## config.mk

```make
export PLATFORM = sky130hd
export DESIGN_NAME = flash_erase_ctl
export DESIGN_NICKNAME = d
export VERILOG_FILES = /design/src/design/flash_ctl_pkg.sv /design/src/design/flash_erase_ctl.sv
export SDC_FILE = /design/constraint.sdc
export NUM_CORES = 1
export LEC_CHECK = 0
export BUFFER_PORTS_ARGS = -buffer_cell sky130_fd_sc_hd__buf_2
export CORE_ASPECT_RATIO = 1.75
export CORE_UTILIZATION = 61
export CTS_CLUSTER_SIZE = 10
export DETAILED_ROUTE_END_ITERATION = 10
export PLACE_DENSITY = 0.84
export SYNTH_ARGS = -nofsm -noshare
export SYNTH_HDL_FRONTEND = slang
export SYNTH_SLANG_ARGS = --single-unit
export TNS_END_PERCENT = 5
```

## constraint.sdc

```tcl
create_clock -name ref_clk_in -period 4.8 [get_ports ref_clk_in]
set_clock_uncertainty 0.2 [all_clocks]
set_input_delay 1.44 -clock ref_clk_in [delete_from_list [all_inputs] [get_ports ref_clk_in]]
set_output_delay 1.44 -clock ref_clk_in [all_outputs]
set_load 0.005 [all_outputs]
```

## src/design/flash_ctl_pkg.sv

```systemverilog
// package: constants and carrier types for the parallel flash erase/poll controller
package flash_ctl_pkg;
    localparam int          ADDR_W          = 18;
    localparam int          DATA_W          = 8;
    localparam logic [17:0] UNLOCK_ADDR_A   = 18'h05555;
    localparam logic [17:0] UNLOCK_ADDR_B   = 18'h02AAA;
    localparam logic [7:0]  UNLOCK_DATA_A   = 8'hAA;
    localparam logic [7:0]  UNLOCK_DATA_B   = 8'h55;
    localparam logic [7:0]  ERASE_SETUP_CMD = 8'h80;
    localparam logic [7:0]  CHIP_ERASE_CMD  = 8'h10;
    localparam logic [7:0]  ERASED_BYTE     = 8'hFF;
    localparam int          POLL_BIT        = 7;
    localparam int          TOGGLE_BIT      = 6;
    localparam int          SEQ_LEN         = 6;
    // bus cycle timing at 250 MHz (4 ns)
    localparam int          CLK_PERIOD_NS   = 4;
    localparam int          WRITE_PULSE_NS  = 35;
    localparam int          WRITE_HIGH_NS   = 30;
    localparam int          READ_ACCESS_NS  = 90;
    localparam int          READ_HOLD_NS    = 10;
    localparam int          WP_CYC = (WRITE_PULSE_NS + CLK_PERIOD_NS - 1) / CLK_PERIOD_NS;
    localparam int          WH_CYC = (WRITE_HIGH_NS + CLK_PERIOD_NS - 1) / CLK_PERIOD_NS;
    localparam int          RA_CYC = (READ_ACCESS_NS + CLK_PERIOD_NS - 1) / CLK_PERIOD_NS;
    localparam int          RH_CYC = (READ_HOLD_NS + CLK_PERIOD_NS - 1) / CLK_PERIOD_NS;
    // pin register, two filter stages and the accepted-byte register
    localparam int          SYNC_CYC        = 4;
    localparam logic [2:0]  STEP_RESET      = 3'h0;
    localparam logic [5:0]  CNT_RESET       = 6'h00;

    typedef enum logic [1:0] {
        MODE_ERASE,
        MODE_POLL_DATA,
        MODE_POLL_TOGGLE
    } op_mode_e;

    typedef enum {
        ST_IDLE,
        ST_WR_LOW,
        ST_WR_HIGH,
        ST_RD_ACCESS,
        ST_RD_HOLD,
        ST_DONE
    } phase_e;

    // pins toward the flash
    typedef struct packed {
        logic [17:0] addr;
        logic [7:0]  dout;
        logic        dout_oe;
        logic        ce_n;
        logic        oe_n;
        logic        we_n;
    } flash_pins_s;

    // user command
    typedef struct packed {
        op_mode_e    mode;
        logic [17:0] addr;
        logic [7:0]  data;
    } cmd_s;
endpackage

```

## src/design/flash_erase_ctl.sv

```systemverilog
// host-side controller: chip erase command sequence and completion polling
`timescale 1ns/100ps
// Overview of operation
// - erase starts with AA@5555, 55@2AAA, 80@5555 as consecutive writes
// - then AA@5555, 55@2AAA, 10@5555; device starts erase on sixth write
// - keep reading status during erase; done only when byte reads all ones
// - program polling reads programmed address until poll bit equals written bit
// - toggle method compares toggle bit across two successive reads
module flash_erase_ctl
    import flash_ctl_pkg::*;
(
    // clock and reset
    input  wire logic        ref_clk_in,
    input  wire logic        sys_rst_in,
    // user command
    input  wire logic        cmd_valid_in,
    input  wire cmd_s        cmd_in,
    output logic             cmd_ready_out,
    output logic             done_out,
    output logic [7:0]       last_read_out,
    // flash pins
    output logic [17:0]      flash_addr_out,
    output logic [7:0]       flash_data_out,
    output logic             flash_data_oe_out,
    input  wire logic [7:0]  flash_data_in,
    output logic             flash_ce_n_out,
    output logic             flash_oe_n_out,
    output logic             flash_we_n_out
);

    typedef struct packed {
        phase_e      phase;
        op_mode_e    mode;
        logic [2:0]  step;
        logic [5:0]  cnt;
        logic [17:0] addr;
        logic [7:0]  data;
        logic        have_prev;
        logic        prev_toggle;
        logic [7:0]  last_read;
        logic        done;
        logic        ready;
        logic        done_pulse;
        logic [7:0]  sync1;
        logic [7:0]  sync2;
        logic [7:0]  sync3;
        logic [7:0]  din;
        flash_pins_s pins;
    } state_s;

    state_s st_q;
    state_s st_d;

    // fixed six-write unlock sequence for chip erase
    function automatic logic [25:0] erase_word(input logic [2:0] idx);
        case (idx)
            3'h0:    erase_word = {UNLOCK_ADDR_A, UNLOCK_DATA_A};
            3'h1:    erase_word = {UNLOCK_ADDR_B, UNLOCK_DATA_B};
            3'h2:    erase_word = {UNLOCK_ADDR_A, ERASE_SETUP_CMD};
            3'h3:    erase_word = {UNLOCK_ADDR_A, UNLOCK_DATA_A};
            3'h4:    erase_word = {UNLOCK_ADDR_B, UNLOCK_DATA_B};
            default: erase_word = {UNLOCK_ADDR_A, CHIP_ERASE_CMD};
        endcase
    endfunction

    function automatic flash_pins_s idle_pins();
        idle_pins      = '0;
        idle_pins.ce_n = 1'b1;
        idle_pins.oe_n = 1'b1;
        idle_pins.we_n = 1'b1;
    endfunction

    // pins follow the phase by one edge, so the full count keeps each strobe n cycles long
    function automatic logic [5:0] cyc(input int n);
        cyc = 6'(n);
    endfunction

    logic [25:0] word;

    always_comb
    begin
        st_d = st_q;
        word = erase_word(st_q.step);
        // data pins come from another timing domain: pin register, then two-stage agreement filter
        st_d.sync1 = flash_data_in;
        st_d.sync2 = st_q.sync1;
        st_d.sync3 = st_q.sync2;
        if (st_q.sync2 == st_q.sync3)
        begin
            st_d.din = st_q.sync3;
        end
        if (st_q.cnt != CNT_RESET)
        begin
            st_d.cnt = st_q.cnt - 6'h01;
        end
        case (st_q.phase)
            ST_IDLE:
            begin
                st_d.pins = idle_pins();
                if (cmd_valid_in)
                begin
                    st_d.mode      = cmd_in.mode;
                    st_d.addr      = cmd_in.addr;
                    st_d.data      = cmd_in.data;
                    st_d.step      = STEP_RESET;
                    st_d.have_prev = 1'b0;
                    st_d.done      = 1'b0;
                    if (cmd_in.mode == MODE_ERASE)
                    begin
                        st_d.phase = ST_WR_LOW;
                        st_d.cnt   = cyc(WP_CYC);
                    end
                    else
                    begin
                        st_d.phase = ST_RD_ACCESS;
                        // access time plus the four-cycle filter latency (pin register, two filter stages, accepted-byte register)
                        st_d.cnt   = cyc(RA_CYC + SYNC_CYC);
                    end
                end
            end
            ST_WR_LOW:
            begin
                st_d.pins.addr    = word[25:8];
                st_d.pins.dout    = word[7:0];
                st_d.pins.dout_oe = 1'b1;
                st_d.pins.ce_n    = 1'b0;
                st_d.pins.oe_n    = 1'b1;
                st_d.pins.we_n    = 1'b0;
                if (st_q.cnt == CNT_RESET)
                begin
                    st_d.pins.we_n = 1'b1;
                    st_d.phase     = ST_WR_HIGH;
                    st_d.cnt       = cyc(WH_CYC);
                end
            end
            ST_WR_HIGH:
            begin
                st_d.pins.ce_n = 1'b1;
                if (st_q.cnt == CNT_RESET)
                begin
                    st_d.pins.dout_oe = 1'b0;
                    if (st_q.step == 3'(SEQ_LEN - 1))
                    begin
                        // sixth write issued: erase runs, start status reads
                        st_d.phase = ST_RD_ACCESS;
                        st_d.addr  = UNLOCK_ADDR_A;
                        st_d.cnt   = cyc(RA_CYC + SYNC_CYC);
                    end
                    else
                    begin
                        st_d.step  = st_q.step + 3'h1;
                        st_d.phase = ST_WR_LOW;
                        st_d.cnt   = cyc(WP_CYC);
                    end
                end
            end
            ST_RD_ACCESS:
            begin
                st_d.pins.addr    = st_q.addr;
                st_d.pins.dout_oe = 1'b0;
                st_d.pins.ce_n    = 1'b0;
                st_d.pins.oe_n    = 1'b0;
                st_d.pins.we_n    = 1'b1;
                if (st_q.cnt == CNT_RESET)
                begin
                    st_d.last_read = st_q.din;
                    st_d.pins.oe_n = 1'b1;
                    st_d.pins.ce_n = 1'b1;
                    st_d.phase     = ST_RD_HOLD;
                    st_d.cnt       = cyc(RH_CYC);
                    case (st_q.mode)
                        MODE_ERASE:
                        begin
                            st_d.done = (st_q.din == ERASED_BYTE);
                        end
                        MODE_POLL_DATA:
                        begin
                            st_d.done = (st_q.din[POLL_BIT] == st_q.data[POLL_BIT]);
                        end
                        MODE_POLL_TOGGLE:
                        begin
                            // needs two reads; a steady bit means finished
                            st_d.done        = st_q.have_prev &&
                                               (st_q.din[TOGGLE_BIT] == st_q.prev_toggle);
                            st_d.prev_toggle = st_q.din[TOGGLE_BIT];
                            st_d.have_prev   = 1'b1;
                        end
                        default:
                        begin
                            st_d.done = 1'b1;
                        end
                    endcase
                end
            end
            ST_RD_HOLD:
            begin
                // hold gap gives the toggle/poll status a fresh read cycle
                if (st_q.cnt == CNT_RESET)
                begin
                    if (st_q.done)
                    begin
                        st_d.phase = ST_DONE;
                    end
                    else
                    begin
                        st_d.phase = ST_RD_ACCESS;
                        st_d.cnt   = cyc(RA_CYC + SYNC_CYC);
                    end
                end
            end
            ST_DONE:
            begin
                st_d.pins  = idle_pins();
                st_d.done  = 1'b0;
                st_d.phase = ST_IDLE;
            end
            default:
            begin
                st_d.phase = ST_IDLE;
            end
        endcase
        // handshake outputs registered from the next phase
        st_d.ready      = (st_d.phase == ST_IDLE);
        st_d.done_pulse = (st_d.phase == ST_DONE);
    end

    always_ff @(posedge ref_clk_in)
    begin
        if (sys_rst_in)
        begin
            st_q       <= '0;
            st_q.phase <= ST_IDLE;
            st_q.pins  <= idle_pins();
            st_q.ready <= 1'b1;
        end
        else
        begin
            st_q <= st_d;
        end
    end

    assign cmd_ready_out     = st_q.ready;
    assign done_out          = st_q.done_pulse;
    assign last_read_out     = st_q.last_read;
    assign flash_addr_out    = st_q.pins.addr;
    assign flash_data_out    = st_q.pins.dout;
    assign flash_data_oe_out = st_q.pins.dout_oe;
    assign flash_ce_n_out    = st_q.pins.ce_n;
    assign flash_oe_n_out    = st_q.pins.oe_n;
    assign flash_we_n_out    = st_q.pins.we_n;

endmodule // flash_erase_ctl

```

==> results of run 1 <==
-- synth_stat cells, types with 3 or more instances --
cell type	n
a31oi_1	3
a211oi_1	12
nor2_1	41
buf_2	6
xnor2_1	5
o21ai_0	16
dfxtp_1	133
xor2_1	10
nor2b_1	28
a22oi_1	3
nand2_1	57
a22o_1	3
a221oi_1	14
clkbuf_1	17
a21boi_0	3
a21oi_1	20
or3_1	5
buf_6	3
nand3_1	15
o211ai_1	3
ha_1	8
nor4_1	11
a2111oi_0	3
buf_4	36
inv_1	38
o32ai_1	11
nand4_1	6
nor3_1	11
o211a_1	3
mux2i_1	13
-- per-stage QoR --
| stage | hold slack (ps) | util, % |
|---|---|---|
| 4_1_cts | 243 | 72.5 |
| 6_report | 240 | 72.5 |
| 3_5_place_dp | 229 | 65.8 |
| 3_3_place_gp | 217 | 65.8 |
| 2_1_floorplan | 214 | - |
| 5_1_grt | 259 | 72.5 |
-- metal layers --
layer  wire length, microns  part of all wire (%)  vias to the layer above  global-route usage [%]
li1                       -                     -                     2092                       -
met1                   4320                    37                     1998                    26.7
met2                   6150                    53                      166                    45.0
met3                    620                   5.3                       46                    8.60
met4                    507                   4.4                        0                    18.1
met5                      0                     0                        -                       0
-- cell families (layout without fill, tap and decap cells) --
family	count (synthesis)	count (layout)	synth area share, %
AO/OA/AOI/OAI	114	114	15.3
XOR/XNOR	15	15	2.40
adder cells (fa/ha/maj)	9	9	2.01
buffers and inverters	101	143	9.94
flip-flops	133	133	48.6
multiplexers	14	14	2.58
other	1	29	0.0685
AND/OR/NAND/NOR	194	194	19.1
-- flip-flops by register name (all words and copies together), names as in the netlist --
| name | flops |
|---|---|
| st_d | 16 |
| flash_data_out | 4 |
| flash_ce_n_out | 1 |
| last_read_out | 8 |
| flash_data_oe_out | 1 |
| flash_we_n_out | 1 |
| done_out | 1 |
| flash_oe_n_out | 1 |
| cmd_ready_out | 1 |
| st_q | 81 |
| flash_addr_out | 18 |
-- final timing paths --
check | startpoint | to | slack (ps) | depth (start not counted)
max | st_q[114]$_SDFF_PP0_ | st_q[110]$_SDFFE_PP0P_ | 1620 | 5
min reg2reg | st_d[47]$_SDFF_PP0_ | st_d[39]$_SDFF_PP0_ | 240 | 1
min | st_d[47]$_SDFF_PP0_ | st_d[39]$_SDFF_PP0_ | 240 | 1
max reg2reg | st_q[114]$_SDFF_PP0_ | st_q[110]$_SDFFE_PP0P_ | 1620 | 5
-- final cells by class --
type	instances	area (sq um)	area share [%]
Inverter	39	146	2.33
Tap cell	117	146	2.33
Sequential cell	133	2660	42.3
Multi-Input combinational cell	375	2370	37.8
Timing Repair Buffer	74	378	6.01
Clock inverter	11	128	2.03
Clock buffer	19	453	7.20
-- power groups by stage --
stage	clock [mW]	combinational (mW)	sequential, mW
CTS	1.27	0.361	1.19
finish	1.25	0.367	1.19
global placement	0	0.353	1.21
detailed placement	0	0.358	1.22
global route	1.33	0.404	1.20
floorplan	0	0.303	1.19
==> impl_metrics.json, run 1 <==
{
  "status": "complete, no violations",
  "cts_tree": "done",
  "fin_area_sq_um": 6290,
  "numCtsBuffers": 17,
  "finalSetupViolCount": 0,
  "gp_congestion": 0.923,
  "antenna_found_initial": 0,
  "p_sw_share_pct": 26.0,
  "chipWidth_microns": 73.6,
  "final_cells": 768,
  "io_buffer_count": 71,
  "synthTopCellsByArea": "dfxtp_1 49%, buf_4 4.9%, nand2_1 3.9%, nor2b_1 3.2%, nor2_1 2.8%",
  "finalHoldViolations": 0,
  "vias": 4302,
  "area_growth_pct": 14.8,
  "yosysTopAreaCellShare_pct": 48.6,
  "cts_resized": 0,
  "p_switching_mw": 0.732,
  "dieArea_sq_um": 9380,
  "grt_pass1_vias": 4135,
  "synth_edf_count": 0,
  "finalCriticalPeriod_ps": 3180,
  "firstDrtPassIters": 7,
  "synth-seq-cells": 133,
  "end_kind": "flip-flop",
  "drt_wl_total_microns": 11600,
  "synth_cells": 581,
  "grt_usage_pct": 26.5,
  "power_frac_clock_pct": 44.5,
  "drv_cap": 0,
  "postRouteAntennaNets": 0,
  "viasPerCell": 5.60,
  "p_per_area_nw_per_um2": 447,
  "synth_area_per_cell_sq_um": 9.43,
  "coreArea_sq_um": 8670,
  "worst_slew_pin_slew_ps": 1140,
  "grt_max_degree": 85,
  "ios": 79,
  "final_common_cell": "dfxtp_1",
  "synth_top_area_cell": "dfxtp_1",
  "critPathMaxStageDelay_ps": 1040,
  "ys_seq_area_share_pct": 48.6,
  "dp_hpwl_microns": 7960,
  "intPower_mw": 2.08,
  "cts_sinks": 133,
  "place_ws_ps": 1480,
  "crit_family": "simple AND/OR/NAND/NOR gates",
  "clkTransAtPathRegs_ps": 60,
  "vdd.ir_drop.worst_mv": 0.335,
  "route.detailed.drc": 0,
  "antennaDiodeCount": 0,
  "slew_violations": 0,
  "drt_iter0_drc": 346,
  "synthArstFlopShare_pct": 0,
  "netlist_area_sq_um": 5480,
  "worst_path_max_delay_cell": "nor3_2",
  "htreeDepth": 4,
  "ys_types": 65,
  "overflow": 0,
  "p_leak_nw": 2.60,
  "root_buffer": "clkbuf_16",
  "place_area_sq_um": 5710,
  "crit_required_ps": 4870,
  "critPathBufInv": 0,
  "slew_headroom_pct": 23.3,
  "crit_arrival_ps": 3240,
  "ys.flop_type": "dfxtp_1",
  "wl_per_cell_microns": 15.1,
  "fin_crit_sh_pct": 66.2,
  "hold_path_class": "reg -> reg",
  "worst-path-max-fanout": 15,
  "fp.dieH_microns": 127,
  "clock_insertion_delay_worst_skew_ps": 420,
  "power_frac_comb_pct": 13.0,
  "finalWorstSetupSlack_ps": 1620,
  "power_frac_seq_pct": 42.4,
  "grt_pass1_wl_microns": 18600,
  "cp-start-kind": "flip-flop",
  "cts_buffer_depth": 2,
  "worstSetupPathType": "reg -> reg",
  "layout_common_cells": "133 x dfxtp_1, 71 x buf_2, 57 x nand2_1",
  "finalPower_mw": 2.81,
  "timing.fmax_mhz": 315,
  "row_count": 45,
  "yosysWarnings": 0,
  "ctsHoldBuffers": 0,
  "drive_gt1_share_pct": 18.9,
  "finalSetupTns_ps": 0,
  "start_util_pct": 63.2,
  "n_fill_cell": 675,
  "final_nets": 687,
  "rsz0062_at_grt": "false",
  "dp_cells": 738,
  "cp_cell_sequence": "nor3_1, nand4_1, nor3_2, mux2i_1, nor2_1",
  "post_cts_buffers": 0
}
Power figures use the tool's default switching activity.
==> inputs of run 2 (changes only) <==
--- a/config.mk
+++ b/config.mk
@@ -7,10 +7,10 @@
 export LEC_CHECK = 0
 export BUFFER_PORTS_ARGS = -buffer_cell sky130_fd_sc_hd__buf_2
 export CORE_ASPECT_RATIO = 1.75
-export CORE_UTILIZATION = 61
+export CORE_UTILIZATION = 51
 export CTS_CLUSTER_SIZE = 10
 export DETAILED_ROUTE_END_ITERATION = 10
-export PLACE_DENSITY = 0.84
+export PLACE_DENSITY = 0.75
 export SYNTH_ARGS = -nofsm -noshare
 export SYNTH_HDL_FRONTEND = slang
 export SYNTH_SLANG_ARGS = --single-unit
==> constraint.sdc (replaced) <==
create_clock -name ref_clk_in -period 2.84 [get_ports ref_clk_in]
set_clock_uncertainty 0.2 [all_clocks]
set_input_delay 0.852 -clock ref_clk_in [delete_from_list [all_inputs] [get_ports ref_clk_in]]
set_output_delay 0.852 -clock ref_clk_in [all_outputs]
set_load 0.005 [all_outputs]
==> run 2 against run 1 <==
Effect of this change:
- sequential cell count stayed put
- sequential share of layout area is 1.3 points lower
- wire length is 2.9% higher
- count of clock-buffer cells in the layout is 1 lower
- cell count is 4.4% higher
- highest routed layer unchanged
- non-clock buffer count is 22 higher
- core utilization is 10 points lower
==> impl_metrics.json, run 2 (same netlist as run 1, synthesis figures left out) <==
{
  "slew_headroom_pct": 64.2,
  "post_cts_buffers": 0,
  "overflow": 0,
  "timing.fmax_mhz": 367,
  "grt_pass1_vias": 4284,
  "grt_pass1_wl_microns": 19500,
  "place_ws_ps": 85.0,
  "wl_per_cell_microns": 14.9,
  "coreArea_sq_um": 10400,
  "worst-path-max-fanout": 5,
  "vdd.ir_drop.worst_mv": 0.674,
  "hold_path_class": "reg -> reg",
  "multi_input_area_sq_um": 2380,
  "cp_cell_sequence": "inv_1, ha_2, or4b_4, buf_4, a2111oi_1, a2111oi_0, a2111o_1, o311a_1",
  "finalSetupTns_ps": 0,
  "crit_required_ps": 2940,
  "row_count": 49,
  "clock_insertion_delay_worst_skew_ps": 410,
  "rsz0062_at_grt": "false",
  "layout_common_cells": "133 x dfxtp_1, 71 x buf_2, 57 x nand2_1",
  "finalSetupViolCount": 0,
  "n_fill_cell": 847,
  "numCtsBuffers": 17,
  "worstHoldStart": "st_d[53]$_SDFF_PP0_",
  "drt_wl_total_microns": 11900,
  "cts_resized": 0,
  "fp.dieH_microns": 139,
  "regMostFlops": "st_q",
  "ctsHoldBuffers": 0,
  "timing.hold.ws_ps": 237,
  "antenna_found_initial": 0,
  "drv_cap": 0,
  "final_common_cell": "dfxtp_1",
  "drt_iter0_drc": 279,
  "cp-start-kind": "flip-flop",
  "start_util_pct": 52.9,
  "ios": 79,
  "root_buffer": "clkbuf_16",
  "finalWorstSetupSlack_ps": 112,
  "finalPower_mw": 4.87,
  "finalCriticalPeriod_ps": 2730,
  "drive_gt1_share_pct": 21.9,
  "chipWidth_microns": 80.3,
  "dieArea_sq_um": 11200,
  "area_growth_pct": 18.3,
  "power_frac_seq_pct": 41.7,
  "firstDrtPassIters": 5,
  "p_per_area_nw_per_um2": 751,
  "largest_register_ffs": 81,
  "worstSetupPathType": "reg -> reg",
  "power_frac_comb_pct": 14.9,
  "p_sw_share_pct": 27.5,
  "end_kind": "flip-flop",
  "finalHoldViolations": 0,
  "cts_tree": "done",
  "intPower_mw": 3.53,
  "status": "complete, no violations",
  "crit_arrival_ps": 2830,
  "viasPerCell": 5.48,
  "final_nets": 709,
  "ff2ff_setup_slack_ps": 110,
  "route.detailed.drc": 0,
  "grt_max_degree": 49,
  "reg2reg_from": "st_q[101]$_SDFF_PP0_",
  "cts_sinks": 133,
  "htreeDepth": 4,
  "seqCellArea_sq_um": 2660,
  "gp_congestion": 0.923,
  "slew_violations": 0,
  "postRouteAntennaNets": 0,
  "io_buffer_count": 71,
  "fin_crit_sh_pct": 96.0,
  "r2r_end": "cmd_ready_out$_SDFF_PP1_",
  "cts_buffer_depth": 2,
  "min_to": "st_d[45]$_SDFF_PP0_",
  "worst_path_max_delay_cell": "or4b_4",
  "dp_hpwl_microns": 8500,
  "clkTransAtPathRegs_ps": 60,
  "grt_usage_pct": 22.9,
  "antennaDiodeCount": 0,
  "power_frac_clock_pct": 43.4,
  "reg2reg_depth": 8,
  "p_leak_nw": 2.72,
  "holdPathStages": 1,
  "p_switching_mw": 1.34,
  "worst_slew_pin_slew_ps": 536,
  "vias": 4392,
  "critPathMaxStageDelay_ps": 520
}
run 2: per-layer routing:
layer | track usage, % | wire length [microns] | up-vias
met5 | 0 | 0 | -
met4 | 15.3 | 631 | 0
met3 | 5.86 | 550 | 49
met2 | 40.5 | 6270 | 161
met1 | 22.8 | 4480 | 2041
li1 | - | - | 2141
run 2: how the worst max path moves through the flow:
stage | startpoint | to | slack [ps] | cells past startpoint
floorplan | st_q[101]$_SDFF_PP0_ | last_read_out[0]$_SDFFE_PP0P_ | 310 | 10
finish | st_q[101]$_SDFF_PP0_ | cmd_ready_out$_SDFF_PP1_ | 110 | 8
CTS | st_q[101]$_SDFF_PP0_ | cmd_ready_out$_SDFF_PP1_ | 60 | 8
global placement | st_q[101]$_SDFF_PP0_ | st_q[101]$_SDFF_PP0_ | 180 | 11
global route | st_q[101]$_SDFF_PP0_ | cmd_ready_out$_SDFF_PP1_ | 10 | 8
detailed placement | st_q[101]$_SDFF_PP0_ | cmd_ready_out$_SDFF_PP1_ | 80 | 8
run 2: area by class of cell:
cell class,count,area share (%)
inverter,39,2.26
clock buffer,18,6.78
multi-input combinational,375,36.7
sequential,133,41.1
tap,127,2.45
timing repair buffer,96,8.57
clock inverter,14,2.14
run 2: stage by stage:
step	util, %	std cells	area, sq um
6_report	62.5	802	6480
5_1_grt	62.5	802	6480
4_1_cts	62.5	802	6480
3_5_place_dp	56.9	770	5900
3_3_place_gp	56.9	770	5900
2_1_floorplan	-	609	5580
run 2: critical path, delay by kind of cell (launching register included):
| kind | cells | cell delay (ps) |
|---|---|---|
| buf+inv | 2 | 290 |
| compound gates | 4 | 1010 |
| fa+ha+maj | 1 | 240 |
| simple gates | 1 | 520 |
| flops | 1 | 360 |
run 2: power groups by stage:
stage | clock, mW | sequential, mW | combinational (mW)
floorplan | 0 | 2.02 | 0.512
global placement | 0 | 2.06 | 0.689
detailed placement | 0 | 2.06 | 0.701
CTS | 2.15 | 2.02 | 0.711
global route | 2.24 | 2.03 | 0.794
finish | 2.11 | 2.03 | 0.726
==> inputs of run 3 (changes only) <==
--- a/config.mk
+++ b/config.mk
@@ -10,7 +10,8 @@
 export CORE_UTILIZATION = 51
 export CTS_CLUSTER_SIZE = 10
 export DETAILED_ROUTE_END_ITERATION = 10
-export PLACE_DENSITY = 0.75
+export PLACE_DENSITY = 0.73
+export RECOVER_POWER = 100
 export SYNTH_ARGS = -nofsm -noshare
 export SYNTH_HDL_FRONTEND = slang
 export SYNTH_SLANG_ARGS = --single-unit
==> run 3 against run 2 <==
Effect of this change:
- die area is the same
- non-clock buffer count fell by 1
- clock power shrank 2%
- global-route usage fell by 0.36 points
- count of clock-buffer cells in the layout fell by 1
- maximum frequency is 6.2% higher
- setup slack better by 160 ps
- combinational power shrank 7.3%
- largest cell class unchanged
- critical endpoint unchanged
- highest routed layer unchanged
- largest power group unchanged
==> impl_metrics.json, run 3 (same netlist as run 1, synthesis figures left out) <==
{
  "status": "complete, no violations",
  "seqCellArea_sq_um": 2660,
  "row_count": 49,
  "multi_input_area_sq_um": 2350,
  "hold_path_class": "reg -> reg",
  "finalCriticalPeriod_ps": 2570,
  "cts_resized": 0,
  "setup.worst_path.end": "cmd_ready_out$_SDFF_PP1_",
  "reg2reg_from": "st_q[102]$_SDFF_PP0_",
  "overflow": 0,
  "p_per_area_nw_per_um2": 745,
  "grt_pass1_wl_microns": 19300,
  "drv_cap": 0,
  "grt_pass1_vias": 4141,
  "holdPathStages": 1,
  "viasPerCell": 5.34,
  "final_nets": 708,
  "route.detailed.drc": 0,
  "p_leak_nw": 2.59,
  "htreeDepth": 4,
  "fp.dieH_microns": 139,
  "drt_iter0_drc": 273,
  "dp_hpwl_microns": 8410,
  "slew_headroom_pct": 10.1,
  "worst-path-max-fanout": 6,
  "cts_buffer_depth": 2,
  "p_switching_mw": 1.31,
  "finalSetupViolCount": 0,
  "cp-start-kind": "flip-flop",
  "finalHoldViolations": 0,
  "drive_gt1_share_pct": 17.4,
  "rsz0062_at_grt": "false",
  "critPathBufInv": 2,
  "worstSetupPathType": "reg -> reg",
  "root_buffer": "clkbuf_16",
  "finalWorstSetupSlack_ps": 272,
  "timing.fmax_mhz": 389,
  "chipWidth_microns": 80.3,
  "power_frac_comb_pct": 14.1,
  "critPathMaxStageDelay_ps": 520,
  "crit_required_ps": 2940,
  "largest_register_ffs": 81,
  "gp_congestion": 0.967,
  "coreArea_sq_um": 10400,
  "reg2reg_depth": 8,
  "dieArea_sq_um": 11200,
  "r2r_end": "cmd_ready_out$_SDFF_PP1_",
  "ctsHoldBuffers": 0,
  "worst_path_max_delay_cell": "or4b_4",
  "vias": 4280,
  "numCtsBuffers": 17,
  "regMostFlops": "st_q",
  "area_growth_pct": 16.8,
  "clkTransAtPathRegs_ps": 60,
  "io_buffer_count": 71,
  "worst_slew_pin_slew_ps": 1350,
  "final_common_cell": "dfxtp_1",
  "crit_arrival_ps": 2670,
  "place_ws_ps": 278,
  "intPower_mw": 3.46,
  "utilization_pct": 61.7,
  "clock_insertion_delay_worst_skew_ps": 420,
  "crit_start": "st_q[102]$_SDFF_PP0_",
  "slew_violations": 0,
  "cts_tree": "done",
  "power_frac_seq_pct": 42.4,
  "cp_cell_sequence": "inv_1, ha_1, or4b_4, nor2_8, inv_2, or3_1, a2111o_1, o311a_1",
  "vdd.ir_drop.worst_mv": 0.850,
  "finalSetupTns_ps": 0,
  "end_kind": "flip-flop",
  "timing.hold.ws_ps": 234,
  "power_frac_clock_pct": 43.5,
  "layout_common_cells": "133 x dfxtp_1, 57 x nand2_1, 49 x buf_2",
  "post_cts_buffers": 0,
  "ios": 79,
  "p_sw_share_pct": 27.5,
  "postRouteAntennaNets": 0,
  "crit_cells": 8,
  "ff2ff_setup_slack_ps": 270,
  "n_fill_cell": 922,
  "fin_crit_sh_pct": 90.4,
  "antenna_found_initial": 0,
  "grt_usage_pct": 22.6,
  "drt_wl_total_microns": 11500,
  "cts_sinks": 133,
  "wl_per_cell_microns": 14.3,
  "start_util_pct": 52.9,
  "firstDrtPassIters": 4,
  "antennaDiodeCount": 0,
  "crit_family": "simple AND/OR/NAND/NOR gates",
  "grt_max_degree": 43
}
[run 3: changes by cell type in the layout (fill, tap and decap cells not counted), moves of 2 or more]
cell / delta
clkinv_4: +2
buf_4: -7
buf_2: -22
clkbuf_1: +26
[run 3: how the worst min path moves through the flow]
stage	to	slack, ps	start
after floorplan	st_d[38]$_SDFF_PP0_	210	st_d[46]$_SDFF_PP0_
after global placement	st_d[39]$_SDFF_PP0_	220	st_d[47]$_SDFF_PP0_
after detailed placement	st_d[38]$_SDFF_PP0_	220	st_d[46]$_SDFF_PP0_
after CTS	st_d[38]$_SDFF_PP0_	240	st_d[46]$_SDFF_PP0_
after global routing	st_d[41]$_SDFF_PP0_	260	st_d[49]$_SDFF_PP0_
final	st_d[38]$_SDFF_PP0_	230	st_d[46]$_SDFF_PP0_
[run 3: worst register-to-register path, stage by stage, from the launching register on]
cell      delay (ps)
dfxtp_1          350
inv_1             70
ha_1             140
or4b_4           520
nor2_8           110
inv_2             80
or3_1            380
a2111o_1         450
o311a_1          130
[run 3: cell type report]
| class | instances | area share [%] |
|---|---|---|
| Clock buffer | 17 | 6.65 |
| Clock inverter | 15 | 2.31 |
| Inverter | 39 | 2.29 |
| Multi-Input combinational cell | 375 | 36.8 |
| Sequential cell | 133 | 41.6 |
| Tap cell | 127 | 2.48 |
| Timing Repair Buffer | 95 | 7.81 |
[run 3: power by group through the flow]
stage	combinational [mW]	sequential, mW	clock (mW)
after global routing	0.736	2.03	2.20
after CTS	0.713	2.02	2.12
final	0.673	2.02	2.07
after global placement	0.701	2.06	0
after floorplan	0.512	2.02	0
after detailed placement	0.705	2.06	0
[run 3: per-layer routing]
metal	vias up	wire [microns]	track usage [%]
li1	2141	-	-
met1	1998	4450	23.3
met2	116	6240	40.7
met3	25	419	5.20
met4	0	352	12.2
met5	-	0	0
[run 3: metrics by stage]
| stage | instances | instance area (sq um) | power [mW] |
|---|---|---|---|
| 5_1_grt | 801 | 6390 | 4.97 |
| 6_report | 801 | 6390 | 4.77 |
| 3_3_place_gp | 769 | 5890 | 2.76 |
| 4_1_cts | 801 | 6460 | 4.85 |
| 2_1_floorplan | 609 | 5580 | 2.53 |
| 3_5_place_dp | 769 | 5890 | 2.77 |
